## src/hw/cocr_pkg.sv

```systemverilog
// Shared constants for the clock output configuration register bank
package cocr_pkg;

    // Replication counts
    localparam int NCLK = 10;
    localparam int NREF = 8;

    // Serial port frame: 1 command bit, 7 address bits, 8 data bits
    localparam int ADDR_W      = 7;
    localparam int DATA_W      = 8;
    localparam int HDR_BITS    = 8;
    localparam int FRAME_BITS  = 16;
    localparam int CNT_W       = 5;
    localparam int CMD_BIT_HDR = 7;

    // Register offsets, element 0 is output A0
    localparam logic [NREF-1:0][ADDR_W-1:0] REF_DLY_ADDR = {
        7'h58, 7'h49, 7'h48, 7'h39, 7'h38, 7'h2a, 7'h29, 7'h28};
    localparam logic [NREF-1:0][ADDR_W-1:0] REF_DRV_ADDR = {
        7'h5c, 7'h4d, 7'h4c, 7'h3d, 7'h3c, 7'h2e, 7'h2d, 7'h2c};
    localparam logic [NCLK-1:0][ADDR_W-1:0] CLK_DRV_ADDR = {
        7'h65, 7'h64, 7'h54, 7'h45, 7'h44, 7'h35, 7'h34,
        7'h26, 7'h25, 7'h24};
    localparam logic [ADDR_W-1:0] CLK_EN_HI_ADDR = 7'h74;
    localparam logic [ADDR_W-1:0] CLK_EN_LO_ADDR = 7'h75;
    localparam logic [ADDR_W-1:0] REF_EN_ADDR    = 7'h76;

    // Delay/source register field positions
    localparam int FINE_LO_HI  = 6;
    localparam int FINE_LO_LO  = 5;
    localparam int SRC_BIT     = 4;
    localparam int COARSE_HI   = 3;
    localparam int COARSE_LO   = 1;
    localparam int FINE_HI_BIT = 0;

    // Driver register field positions
    localparam int PD_BIT    = 7;
    localparam int BIAS_BIT  = 5;
    localparam int STYLE_BIT = 4;
    localparam int SWING_HI  = 3;
    localparam int SWING_LO  = 2;

    // Low enable register: channel E outputs
    localparam int E0_EN_BIT = 0;
    localparam int E1_EN_BIT = 1;
    localparam int E0_IDX    = 8;
    localparam int E1_IDX    = 9;

    // Reset values of fields that are not zero
    localparam logic REF_SRC_RST = 1'h1;

    // Analog step sizes
    localparam int MV_W = 10;
    localparam int PS_W = 11;
    localparam logic [MV_W-1:0] SWING_STEP_MV  = 10'h0fa;
    localparam logic [PS_W-1:0] COARSE_STEP_PS = 11'h0cb;
    localparam logic [7:0][7:0] FINE_PS = {
        8'ha0, 8'h87, 8'h6e, 8'h55, 8'h4b, 8'h32, 8'h19, 8'h00};

endpackage : cocr_pkg

```

## src/hw/cocr_cfg_if.sv

```systemverilog
// Write and read strobes from the serial port to the register bank
`timescale 1ns/100ps
interface cocr_cfg_if;
    logic                           wr_stb;
    logic                           rd_stb;
    logic [cocr_pkg::ADDR_W-1:0]    addr;
    logic [cocr_pkg::DATA_W-1:0]    wdata;
    logic [cocr_pkg::DATA_W-1:0]    rdata;

    modport regs (input wr_stb, input rd_stb, input addr, input wdata,
                  output rdata);
    modport port (output wr_stb, output rd_stb, output addr, output wdata,
                  input rdata);
endinterface : cocr_cfg_if

```

## src/hw/cocr_spi_port.sv

```systemverilog
// Three-wire serial configuration port, oversampled by the core clock
`timescale 1ns/100ps
module cocr_spi_port (
    input  wire logic   core_clk_in,
    input  wire logic   rst_b_in,
    input  wire logic   spi_sclk_in,
    input  wire logic   spi_cs_b_in,
    input  wire logic   spi_sdio_in,
    output logic        spi_sdio_out,
    output logic        spi_sdio_oe_out,
    cocr_cfg_if.port    cfg
);

    typedef struct packed {
        logic [2:0]                         sclk_s;
        logic [1:0]                         cs_s;
        logic [1:0]                         sdi_s;
        logic [cocr_pkg::FRAME_BITS-1:0]    sh;
        logic [cocr_pkg::CNT_W-1:0]         cnt;
        logic                               rd;
        logic                               load;
        logic [cocr_pkg::DATA_W-1:0]        so;
        logic                               sdo;
        logic                               oe;
        logic                               wr_stb;
        logic                               rd_stb;
    } cocr_spi_state_t;

    cocr_spi_state_t s_r;
    cocr_spi_state_t s_nxt;

    logic rise;
    logic fall;

    // Edges come from the second and third stages, never the first
    assign rise = s_r.sclk_s[1] & ~s_r.sclk_s[2];
    assign fall = ~s_r.sclk_s[1] & s_r.sclk_s[2];

    // Frame decode and shifting
    always_comb begin
        s_nxt        = s_r;
        s_nxt.wr_stb = 1'b0;
        s_nxt.rd_stb = 1'b0;
        s_nxt.load   = s_r.rd_stb;
        s_nxt.sclk_s = {s_r.sclk_s[1:0], spi_sclk_in};
        s_nxt.cs_s   = {s_r.cs_s[0], spi_cs_b_in};
        s_nxt.sdi_s  = {s_r.sdi_s[0], spi_sdio_in};
        if (s_r.load) begin
            s_nxt.so = cfg.rdata;
        end
        if (s_r.cs_s[1]) begin
            // Deselect aborts any partial frame
            s_nxt.cnt = '0;
            s_nxt.rd  = 1'b0;
            s_nxt.oe  = 1'b0;
        end else begin
            if (rise && s_r.cnt < cocr_pkg::CNT_W'(cocr_pkg::FRAME_BITS)) begin
                s_nxt.sh  = {s_r.sh[cocr_pkg::FRAME_BITS-2:0], s_r.sdi_s[1]};
                s_nxt.cnt = s_r.cnt + 5'h01;
                if (s_r.cnt == cocr_pkg::CNT_W'(cocr_pkg::HDR_BITS - 1)
                    && s_nxt.sh[cocr_pkg::CMD_BIT_HDR]) begin
                    s_nxt.rd     = 1'b1;
                    s_nxt.rd_stb = 1'b1;
                end
                if (s_r.cnt == cocr_pkg::CNT_W'(cocr_pkg::FRAME_BITS - 1)
                    && !s_r.rd) begin
                    s_nxt.wr_stb = 1'b1;
                end
            end
            // Read data leaves on falling edges so the master samples rising
            if (fall && s_r.rd
                && s_r.cnt >= cocr_pkg::CNT_W'(cocr_pkg::HDR_BITS)
                && s_r.cnt < cocr_pkg::CNT_W'(cocr_pkg::FRAME_BITS)) begin
                s_nxt.sdo = s_r.so[cocr_pkg::DATA_W-1];
                s_nxt.so  = {s_r.so[cocr_pkg::DATA_W-2:0], 1'b0};
                s_nxt.oe  = 1'b1;
            end
        end
    end

    // State register
    always_ff @(posedge core_clk_in or negedge rst_b_in) begin
        if (!rst_b_in) begin
            s_r <= '{cs_s: 2'h3, default: '0};
        end else begin
            s_r <= s_nxt;
        end
    end

    // Address sits in the low byte during a read header
    assign cfg.addr = s_r.rd ? s_r.sh[cocr_pkg::ADDR_W-1:0]
                             : s_r.sh[cocr_pkg::DATA_W+cocr_pkg::ADDR_W-1:
                                      cocr_pkg::DATA_W];
    assign cfg.wdata       = s_r.sh[cocr_pkg::DATA_W-1:0];
    assign cfg.wr_stb      = s_r.wr_stb;
    assign cfg.rd_stb      = s_r.rd_stb;
    assign spi_sdio_out    = s_r.sdo;
    assign spi_sdio_oe_out = s_r.oe;

endmodule : cocr_spi_port

```

## src/hw/cocr_regs.sv

```systemverilog
// Clock and reference output driver configuration register bank
//
// Summary of operation
// - Each clock output has a 2-bit swing, 250 to 1000 mV, default 00.
// - Each clock output format bit: 0 low-voltage differential, 1 emitter.
// - Clock output enable, default 0; disabled output held low.
// - Reference settings replicated for eight outputs A0..D, none on E.
// - Delay register: fine low 6:5, source 4, coarse 3:1, fine high 0.
// - Driver register: powerdown 7, bias 5, format 4, swing 3:2.
// - Register ref_output_enables holds reference enables, bit 7 A0 down to bit 0 D.
// - Source select default 1; 0 channel clock, 1 system reference.
// - Coarse delay is code times 203 ps, default 000.
// - Fine delay adds 0,25,50,75,85,110,135,160 ps on top of coarse.
`timescale 1ns/100ps
module cocr_regs (
    input  wire logic                   core_clk_in,
    input  wire logic                   rst_b_in,
    // Serial configuration pins
    input  wire logic                   spi_sclk_in,
    input  wire logic                   spi_cs_b_in,
    input  wire logic                   spi_sdio_in,
    output logic                        spi_sdio_out,
    output logic                        spi_sdio_oe_out,
    // Divided clocks and reference sources
    input  wire logic [9:0]             clk_div_in,
    input  wire logic [7:0]             ref_chan_clk_in,
    input  wire logic                   sysref_in,
    // Clock output settings
    output logic [9:0]                  clock_output_out,
    output logic [9:0][1:0]             clk_swing_out,
    output logic [9:0][9:0]             clk_swing_mv_out,
    output logic [9:0]                  clk_lvpecl_out,
    output logic [9:0]                  clk_powerdown_out,
    output logic [9:0]                  clk_on_out,
    // Reference output settings
    output logic [7:0]                  reference_output_out,
    output logic [7:0]                  ref_source_sel_out,
    output logic [7:0][2:0]             ref_coarse_out,
    output logic [7:0][2:0]             ref_fine_out,
    output logic [7:0][10:0]            ref_delay_ps_out,
    output logic [7:0]                  ref_bias_on_out,
    output logic [7:0]                  ref_powerdown_out,
    output logic [7:0]                  ref_lvpecl_out,
    output logic [7:0][1:0]             ref_swing_out,
    output logic [7:0][9:0]             ref_swing_mv_out,
    output logic [7:0]                  ref_on_out
);

    localparam int NCLK = cocr_pkg::NCLK;
    localparam int NREF = cocr_pkg::NREF;
    localparam int MV_W = cocr_pkg::MV_W;
    localparam int PS_W = cocr_pkg::PS_W;

    typedef struct packed {
        // Clock outputs
        logic [NCLK-1:0][1:0]       clk_swing;
        logic [NCLK-1:0]            clk_pecl;
        logic [NCLK-1:0]            clk_pd;
        logic [NCLK-1:0]            clk_on;
        logic [NCLK-1:0][MV_W-1:0]  clk_mv;
        logic [NCLK-1:0]            clk_q;
        // Reference outputs
        logic [NREF-1:0][2:0]       ref_fine;
        logic [NREF-1:0]            ref_src;
        logic [NREF-1:0][2:0]       ref_crs;
        logic [NREF-1:0]            ref_pd;
        logic [NREF-1:0]            ref_bias;
        logic [NREF-1:0]            ref_pecl;
        logic [NREF-1:0][1:0]       ref_swing;
        logic [NREF-1:0]            ref_on;
        logic [NREF-1:0][PS_W-1:0]  ref_ps;
        logic [NREF-1:0][MV_W-1:0]  ref_mv;
        logic [NREF-1:0]            ref_q;
        // Read return byte
        logic [cocr_pkg::DATA_W-1:0] rdata;
    } cocr_reg_state_t;

    // Source select resets high, millivolt values to one 250 mV step, everything else low
    localparam cocr_reg_state_t REG_RST = '{
        ref_src: {NREF{cocr_pkg::REF_SRC_RST}},
        ref_mv:  {NREF{cocr_pkg::SWING_STEP_MV}},
        clk_mv:  {NCLK{cocr_pkg::SWING_STEP_MV}},
        default: '0};

    cocr_reg_state_t s_r;
    cocr_reg_state_t s_nxt;

    cocr_cfg_if cfg ();

    // Serial port front end
    cocr_spi_port u_spi (
        .core_clk_in     (core_clk_in),
        .rst_b_in        (rst_b_in),
        .spi_sclk_in     (spi_sclk_in),
        .spi_cs_b_in     (spi_cs_b_in),
        .spi_sdio_in     (spi_sdio_in),
        .spi_sdio_out    (spi_sdio_out),
        .spi_sdio_oe_out (spi_sdio_oe_out),
        .cfg             (cfg.port)
    );

    // Swing code to millivolts, same for both formats
    function automatic logic [MV_W-1:0] swing_mv(input logic [1:0] code);
        swing_mv = (MV_W'(code) + 10'h001) * cocr_pkg::SWING_STEP_MV;
    endfunction : swing_mv

    // Total reference delay: coarse steps plus fine table
    function automatic logic [PS_W-1:0] dly_ps(input logic [2:0] crs,
                                               input logic [2:0] fine);
        dly_ps = PS_W'(crs) * cocr_pkg::COARSE_STEP_PS
               + PS_W'(cocr_pkg::FINE_PS[fine]);
    endfunction : dly_ps

    // Pack a delay/source register, reserved bit 7 reads zero
    function automatic logic [7:0] pack_dly(input logic [2:0] fine,
                                            input logic       src,
                                            input logic [2:0] crs);
        logic [7:0] r;
        r = 8'h00;
        r[cocr_pkg::FINE_LO_HI:cocr_pkg::FINE_LO_LO] = fine[1:0];
        r[cocr_pkg::SRC_BIT] = src;
        r[cocr_pkg::COARSE_HI:cocr_pkg::COARSE_LO] = crs;
        r[cocr_pkg::FINE_HI_BIT] = fine[2];
        pack_dly = r;
    endfunction : pack_dly

    // Pack a driver register; bias is zero for clock outputs
    function automatic logic [7:0] pack_drv(input logic       pd,
                                            input logic       bias,
                                            input logic       pecl,
                                            input logic [1:0] swing);
        logic [7:0] r;
        r = 8'h00;
        r[cocr_pkg::PD_BIT] = pd;
        r[cocr_pkg::BIAS_BIT] = bias;
        r[cocr_pkg::STYLE_BIT] = pecl;
        r[cocr_pkg::SWING_HI:cocr_pkg::SWING_LO] = swing;
        pack_drv = r;
    endfunction : pack_drv

    // Read multiplexer; unmapped offsets return zero
    function automatic logic [7:0] rd_byte(input cocr_reg_state_t s,
                                           input logic [6:0]      a);
        logic [7:0] r;
        r = 8'h00;
        for (int i = 0; i < NREF; i++) begin
            if (a == cocr_pkg::REF_DLY_ADDR[i]) begin
                r = pack_dly(s.ref_fine[i], s.ref_src[i], s.ref_crs[i]);
            end
            if (a == cocr_pkg::REF_DRV_ADDR[i]) begin
                r = pack_drv(s.ref_pd[i], s.ref_bias[i], s.ref_pecl[i],
                             s.ref_swing[i]);
            end
        end
        for (int i = 0; i < NCLK; i++) begin
            if (a == cocr_pkg::CLK_DRV_ADDR[i]) begin
                r = pack_drv(s.clk_pd[i], 1'b0, s.clk_pecl[i],
                             s.clk_swing[i]);
            end
        end
        // Reference and high clock enable registers list output A0 in the top bit; the low one holds E0 and E1 in bits 0 and 1
        if (a == cocr_pkg::REF_EN_ADDR) begin
            for (int i = 0; i < NREF; i++) begin
                r[NREF-1-i] = s.ref_on[i];
            end
        end
        if (a == cocr_pkg::CLK_EN_HI_ADDR) begin
            for (int i = 0; i < NREF; i++) begin
                r[NREF-1-i] = s.clk_on[i];
            end
        end
        if (a == cocr_pkg::CLK_EN_LO_ADDR) begin
            r[cocr_pkg::E0_EN_BIT] = s.clk_on[cocr_pkg::E0_IDX];
            r[cocr_pkg::E1_EN_BIT] = s.clk_on[cocr_pkg::E1_IDX];
        end
        rd_byte = r;
    endfunction : rd_byte

    // Register writes, read capture and derived outputs
    always_comb begin
        s_nxt = s_r;
        if (cfg.wr_stb) begin
            // Reference registers, eight copies
            for (int i = 0; i < NREF; i++) begin
                if (cfg.addr == cocr_pkg::REF_DLY_ADDR[i]) begin
                    s_nxt.ref_fine[i] = {
                        cfg.wdata[cocr_pkg::FINE_HI_BIT],
                        cfg.wdata[cocr_pkg::FINE_LO_HI:
                                  cocr_pkg::FINE_LO_LO]};
                    s_nxt.ref_src[i] = cfg.wdata[cocr_pkg::SRC_BIT];
                    s_nxt.ref_crs[i] =
                        cfg.wdata[cocr_pkg::COARSE_HI:cocr_pkg::COARSE_LO];
                end
                if (cfg.addr == cocr_pkg::REF_DRV_ADDR[i]) begin
                    s_nxt.ref_pd[i]   = cfg.wdata[cocr_pkg::PD_BIT];
                    s_nxt.ref_bias[i] = cfg.wdata[cocr_pkg::BIAS_BIT];
                    s_nxt.ref_pecl[i] = cfg.wdata[cocr_pkg::STYLE_BIT];
                    s_nxt.ref_swing[i] =
                        cfg.wdata[cocr_pkg::SWING_HI:cocr_pkg::SWING_LO];
                end
            end
            // Clock driver registers, ten copies
            for (int i = 0; i < NCLK; i++) begin
                if (cfg.addr == cocr_pkg::CLK_DRV_ADDR[i]) begin
                    s_nxt.clk_pd[i]   = cfg.wdata[cocr_pkg::PD_BIT];
                    s_nxt.clk_pecl[i] =
                        cfg.wdata[cocr_pkg::STYLE_BIT];
                    s_nxt.clk_swing[i] =
                        cfg.wdata[cocr_pkg::SWING_HI:
                                  cocr_pkg::SWING_LO];
                end
            end
            // Packed enable registers
            if (cfg.addr == cocr_pkg::REF_EN_ADDR) begin
                for (int i = 0; i < NREF; i++) begin
                    s_nxt.ref_on[i] = cfg.wdata[NREF-1-i];
                end
            end
            if (cfg.addr == cocr_pkg::CLK_EN_HI_ADDR) begin
                for (int i = 0; i < NREF; i++) begin
                    s_nxt.clk_on[i] = cfg.wdata[NREF-1-i];
                end
            end
            if (cfg.addr == cocr_pkg::CLK_EN_LO_ADDR) begin
                s_nxt.clk_on[cocr_pkg::E0_IDX] =
                    cfg.wdata[cocr_pkg::E0_EN_BIT];
                s_nxt.clk_on[cocr_pkg::E1_IDX] =
                    cfg.wdata[cocr_pkg::E1_EN_BIT];
            end
        end
        // Read data sampled from current contents
        if (cfg.rd_stb) begin
            s_nxt.rdata = rd_byte(s_r, cfg.addr);
        end
        // Millivolt and delay values follow the stored fields with no extra lag, gated outputs one clock later
        for (int i = 0; i < NCLK; i++) begin
            s_nxt.clk_mv[i] = swing_mv(s_nxt.clk_swing[i]);
            // Disabled output parks low rather than floating
            s_nxt.clk_q[i]  = clk_div_in[i] & s_r.clk_on[i];
        end
        for (int i = 0; i < NREF; i++) begin
            s_nxt.ref_mv[i] = swing_mv(s_nxt.ref_swing[i]);
            s_nxt.ref_ps[i] = dly_ps(s_nxt.ref_crs[i], s_nxt.ref_fine[i]);
            s_nxt.ref_q[i]  = s_r.ref_on[i]
                            & (s_r.ref_src[i] ? sysref_in
                                              : ref_chan_clk_in[i]);
        end
    end

    // State register
    always_ff @(posedge core_clk_in or negedge rst_b_in) begin
        if (!rst_b_in) begin
            s_r <= REG_RST;
        end else begin
            s_r <= s_nxt;
        end
    end

    assign cfg.rdata = s_r.rdata;

    // Clock output settings
    assign clock_output_out  = s_r.clk_q;
    assign clk_swing_out     = s_r.clk_swing;
    assign clk_swing_mv_out  = s_r.clk_mv;
    assign clk_lvpecl_out    = s_r.clk_pecl;
    assign clk_powerdown_out = s_r.clk_pd;
    assign clk_on_out        = s_r.clk_on;

    // Reference output settings
    assign reference_output_out = s_r.ref_q;
    assign ref_source_sel_out   = s_r.ref_src;
    assign ref_coarse_out       = s_r.ref_crs;
    assign ref_fine_out         = s_r.ref_fine;
    assign ref_delay_ps_out     = s_r.ref_ps;
    assign ref_bias_on_out      = s_r.ref_bias;
    assign ref_powerdown_out    = s_r.ref_pd;
    assign ref_lvpecl_out       = s_r.ref_pecl;
    assign ref_swing_out        = s_r.ref_swing;
    assign ref_swing_mv_out     = s_r.ref_mv;
    assign ref_on_out           = s_r.ref_on;

endmodule : cocr_regs

```

## config.mk

```make
export PLATFORM = sky130hd
export DESIGN_NAME = cocr_regs
export DESIGN_NICKNAME = d
export VERILOG_FILES = /design/src/hw/cocr_pkg.sv /design/src/hw/cocr_cfg_if.sv /design/src/hw/cocr_spi_port.sv /design/src/hw/cocr_regs.sv
export SDC_FILE = /design/constraint.sdc
export NUM_CORES = 1
export LEC_CHECK = 0
export BUFFER_PORTS_ARGS = -buffer_cell sky130_fd_sc_hd__buf_2
export CAP_MARGIN = 20
export CORE_UTILIZATION = 45
export CTS_BUF_LIST = sky130_fd_sc_hd__clkbuf_8 sky130_fd_sc_hd__clkbuf_16
export CTS_CLUSTER_DIAMETER = 200
export DETAILED_ROUTE_END_ITERATION = 6
export PLACE_DENSITY = 0.67
export SLEW_MARGIN = 20
export SYNTH_ARGS = -nofsm -noshare
export SYNTH_HDL_FRONTEND = slang
export SYNTH_SLANG_ARGS = --single-unit
```

## constraint.sdc

```tcl
create_clock -name core_clk_in -period 8.75 [get_ports core_clk_in]
set_input_delay 1.3125 -clock core_clk_in [delete_from_list [all_inputs] [get_ports core_clk_in]]
set_output_delay 1.3125 -clock core_clk_in [all_outputs]
set_load 0.02 [all_outputs]
```

Word-level counts from Yosys, hierarchy flattened
Memories as Yosys holds them, arrays and structs flattened.
Index checks and enable logic that the tools add are counted.

operators by class
  add/subtract/negate cells = 27
  multipliers = 26
  magnitude comparators = 10
  equality and inequality tests = 31
  multiplexer cells = 148
  bitwise logic cells = 23
  reduce and logical (&&, ||, !) cells = 42

operators by type and width
  cell                                                 number
  2-to-1 mux 8 bit                                     38
  multiplier 3 x 7 -> 9 bit, second input constant     18
  equality test 7 x 6 -> 1 bit, second input constant  15
  2-to-1 mux 104 bit                                   1
  equality test 7 bit, second input constant           14
  adder 11 x 8 -> 11 bit                               8
  multiplier 3 x 8 -> 11 bit, second input constant    8
  2-to-1 mux 1 bit                                     64
  AND reduction 2 bit                                  32
  adder 2 x 1 -> 3 bit, second input constant          18
  2-to-1 mux 50 bit                                    1
  2-to-1 mux 3 bit                                     16
  2-to-1 mux 2 bit                                     22
  < comparator 3 x 4 -> 1 bit, second input constant   8
  AND 1 bit                                            20
  2-to-1 mux 7 bit                                     2
  2-to-1 mux 6 bit                                     2
  2-to-1 mux 10 bit                                    1
  2-to-1 mux 9 bit                                     1
  logical AND 1 bit                                    6
  nonzero test 2 bit                                   3
  adder 5 x 1 -> 5 bit, second input constant          1
  equality test 5 x 3 -> 1 bit, second input constant  1
  equality test 5 x 4 -> 1 bit, second input constant  1
  4 further kinds                                      6

storage, ports and cells
  register bits = 471
  ROM bits = 512
  memories kept = 8

memories
  memory            words  width  read ports  clocked after Yosys merged registers in  write ports  line              source
  (name not given)  8      8      1           0                                        0            cocr_regs.sv:111  + PS_W'(cocr_pkg::FINE_PS[fine]);
  (name not given)  8      8      1           0                                        0            cocr_regs.sv:111
  (name not given)  8      8      1           0                                        0            cocr_regs.sv:111
  (name not given)  8      8      1           0                                        0            cocr_regs.sv:111
  (name not given)  8      8      1           0                                        0            cocr_regs.sv:111
  (name not given)  8      8      1           0                                        0            cocr_regs.sv:111
  2 more memories   n/a    n/a    n/a         n/a                                      n/a          n/a

Logic depth before layout (Yosys ltp)
  word-level depth = 31
  mapped depth = 22
  gate-level depth less buffers = 19

Cells and area by module
Synthesis repeated with hierarchy kept, for this count alone.

unflattened totals
  cells, all modules = 2096
  area, all modules = 25448.2 um^2

by module, submodules not included
  module         instances  cells an instance  area each (um^2)  sequential area each (um^2)
  cocr_regs      1          1976               23672.7           10880.4
  cocr_spi_port  1          120                1775.5            1028.5

Worst setup path before layout
OpenSTA, ideal clock, no wires.

  path type = reg-to-reg
  start = register u_spi.s_r[13] (netlist name)
  end = register s_r, in the netlist ref_delay_ps_out[76]
  setup time = 0.069 ns
  arrival = 5.114 ns
  required time = 8.681 ns
  slack = 3.567 ns
  stages on the path, launching flop included = 20
  path buffers = 2
  clock period less this slack = 5.183 ns
  cells stage by stage = dfrtp_1 > buf_6 > or3b_2 > a222oi_1 > clkbuf_1 > nand2_1 > mux2i_1 > inv_1 > ha_1 > or2_2 > fa_1 > inv_1 > ha_1 > a21o_1 > a21oi_1 > o21bai_1 > a21oi_1 > o21ai_0 > or4b_2 > nand3_1

RTL lines
  element                   line                 source
  start: declaration        cocr_spi_port.sv:29  cocr_spi_state_t s_r;
  start signal: assignment  cocr_spi_port.sv:86  s_r <= s_nxt;
  end signal: assignment    cocr_regs.sv:255     s_r <= s_nxt;
  end: declaration          cocr_regs.sv:85      cocr_reg_state_t s_r;

==> flow_summary.toml <==
[status]
status = "finished, violations left"
violations = "DRC"

[timing]
fin_worst_skew_ns = 0.0237
slew_headroom = 0.337
rsz0062_at_grt = "no"
setup-tns-final_ns = 0
hold_viol = 0
finalMaxSlewViolations = 0
fmax_mhz = 169
fin_crit_ns = 5.92
finalSetupViolCount = 0
worst_slew_pin_slew_ns = 0.995
post-route-period-util = 0.677

[power_and_ir_drop]
clockPowerShare = 0.471
powerDensity_mw_per_mm2 = 159
power.switching_mw = 1.19
leakage_nw = 16.6
p_sw_frac = 0.248
ir_worst_vdd_uv = 130
combPwrFrac = 0.063
p_int_mw = 3.61
p_seq_frac = 0.465

[floorplan]
fp-row-count = 86
core_mm2 = 0.0554
die_y_um = 240
start_util = 0.458
num_io_pins = 466
dieArea_mm2 = 0.0574
die_x_um = 240

[yosys]
synth_edf_count = 0
synth_largest_area_cell = "dfrtp_1"
synth_area_mm2 = 0.0254
synth_cell_types = 83
yosys_warnings = 0
synth_top_area_frac = 0.344
synth_flop_cell = "dfrtp_1"
synth.area.top_cells = "dfrtp_1, ha_1, dfstp_2"
syn_area_per_cell_um2 = 11.9
ys_seq_area_frac = 0.466
async_flop_share = 1.00
synth-seq-cells = 467
syn_inst = 2134

[clock_tree]
tritoncts = "yes"
clk_path_buf_depth = 3
clk_pin_slew_ns = 0.06
cts_buffers = 53
htreeDepth = 2
clock_sinks = 467
cts_resized = 0
clock_latency_ns = 0.61
cts-root-buf = "clkbuf_16"
post-cts-setup-buffers = 0
cts_hold_buf = 0

[setup_path]
r2r-end = "ref_delay_ps_out[43]$_DFF_PN0_"
cp.arrival_ns = 6.45
cp-end-kind = "flop"
worstSetupStartpointType = "flop"
crit_type = "reg -> reg"
r2r-start = "u_spi.cfg.wdata[0]$_DFFE_PN0P_"
cp.required_ns = 9.28
rrSetupSlack_ns = 2.83
worstPathMaxFanout = 17
worst_r2r_path_depth = 18

[grt]
grt_pass1_vias = 18483
track_usage = 0.256
grt_pass1_wl_um = 111000
grt_max_degree = 80
antenna_found_initial = 3
overflow = 0

[detailed_routing]
wire_per_inst_um = 21.6
drt-initial-drc-count = 1362
vias = 17945
vias_per_cell = 5.29
antenna_left = 0
drc_errors = 23
wirelength_um = 73300
dr.pass1.iters = 7

[final_layout]
fin_nets = 2983
layout.cells.most_common = "buf_2"
area_growth_pct = 19.1
final_cell_mix = "buf_2, dfrtp_1, ha_1"
final_cell_area_mm2 = 0.0302
drive_above_1_share = 0.335

[min_path]
holdCritPathClass = "reg -> reg"
whs_path_depth = 0
worstHoldStart = "u_spi.s_nxt[40]$_DFF_PN0_"
holdPathEnd = "u_spi.s_nxt[41]$_DFF_PN0_"

[run]
max_cap_violations = 0

[placement]
gp_congestion = 0.959
placed_area_mm2 = 0.0284
port_buffers = 447
hpwlAfterDp_um = 56700
==> how the worst max path moves through the flow <==
stage,startpoint,to,slack (ns),cells past startpoint
after detailed placement,u_spi.cfg.wdata[0]$_DFFE_PN0P_,ref_delay_ps_out[43]$_DFF_PN0_,2.87,18
after global routing,u_spi.cfg.wdata[0]$_DFFE_PN0P_,ref_delay_ps_out[43]$_DFF_PN0_,2.41,18
after CTS,u_spi.cfg.wdata[0]$_DFFE_PN0P_,ref_delay_ps_out[43]$_DFF_PN0_,2.85,18
after floorplan,u_spi.s_r[13]$_DFFE_PN0P_,ref_delay_ps_out[76]$_DFF_PN0_,3.57,19
final,u_spi.cfg.wdata[0]$_DFFE_PN0P_,ref_delay_ps_out[43]$_DFF_PN0_,2.83,18
after global placement,u_spi.cfg.wdata[0]$_DFFE_PN0P_,ref_delay_ps_out[43]$_DFF_PN0_,3.07,18
==> stage by stage <==
step	setup slack (ns)	instances	hold WS, ns	utilization	power [mW]
finish	2.83	3392	0.352	0.546	4.80
global route	2.41	3392	0.362	0.546	4.97
CTS	2.85	3390	0.356	0.546	4.86
detailed placement	2.87	3290	0.347	0.513	2.58
global placement	3.07	3290	0.339	0.513	2.57
floorplan	3.57	2151	0.331	-	2.41
==> sequential cells by signal, summed over array words and instances (netlist names), 10 cells and up <==
signal / flops
clk_lvpecl_out: 10
clk_on_out: 10
clk_powerdown_out: 10
clk_swing_mv_out: 90
clk_swing_out: 18
clock_output_out: 10
ref_coarse_out: 24
ref_delay_ps_out: 88
ref_fine_out: 24
ref_swing_mv_out: 72
ref_swing_out: 14
u_spi.s_r: 25
==> critical path: stages (launching register included) <==
cell and delay (ns):
dfrtp_1 0.68, or3b_1 0.61, a22oi_1 0.39, and2_1 0.30, nand2_1 0.25, mux2i_1 0.43, inv_1 0.18, ha_1 0.23
or2_2 0.30, fa_1 0.49, inv_1 0.07, ha_1 0.29, a21o_1 0.15, a21oi_1 0.23, o21bai_1 0.09, a21oi_1 0.22
o21ai_0 0.19, or4b_2 0.63, nand3_1 0.11
==> synth_stat cells (6+ instances only) <==
library cell,number
dfrtp_1,349
ha_1,300
inv_1,238
mux2_2,159
dfstp_2,118
nand2_1,106
a21oi_1,78
nor2_1,67
xnor2_1,67
fa_1,61
mux2i_1,58
clkbuf_1,48
nand3_1,47
o21ai_0,36
xor2_1,29
a22oi_1,26
and2_1,24
buf_4,24
a222oi_1,16
o21bai_1,16
nand4_1,15
a21o_1,14
and3_1,13
nor2b_1,12
nor3_1,12
or2_2,12
a32oi_1,10
nand3b_1,10
a31oi_1,9
o21ai_1,9
a221oi_1,8
nand2b_1,8
inv_2,6
nand4b_1,6
o221ai_1,6
==> area by class of cell <==
| class | count | area (um2) |
|---|---|---|
| sequential | 467 | 11800 |
| antenna | 1 | 2.50 |
| clock buffer | 71 | 1600 |
| multi-input combinational | 1356 | 12300 |
| inverter | 244 | 916 |
| timing repair buffer | 476 | 2460 |
| fill | 4734 | 25200 |
| clock inverter | 29 | 225 |
| tap | 748 | 936 |
==> per-layer routing <==
layer / wire, um / up-vias / GRT usage
li1: - / 8197 / -
met2: 35400 / 606 / 0.426
met3: 6190 / 111 / 0.0741
met1: 30100 / 9031 / 0.323
met4: 1720 / 0 / 0.0692
met5: 0 / - / 0
==> power by group through the flow <==
stage | Combinational (mW) | Sequential [mW] | Clock, mW
detailed placement | 0.306 | 2.27 | 0
global route | 0.323 | 2.24 | 2.41
global placement | 0.301 | 2.27 | 0
CTS | 0.307 | 2.23 | 2.32
finish | 0.303 | 2.23 | 2.26
floorplan | 0.173 | 2.23 | 0
==> kinds of logic (layout without fill, tap and decap cells) <==
kind of cell               after synthesis  after routing  synth area share
DFF                                    467            467             0.466
and+or+nand+nor                        379            379            0.0790
adders and majority gates              361            361             0.196
buffers and inverters                  328            820            0.0534
AOI/OAI and AO/OA                      275            275            0.0735
muxes                                  227            227            0.0989
xor gates and xnor gates                96             96            0.0331
other                                    1             19          0.000148
Power figures use the tool's default switching activity.
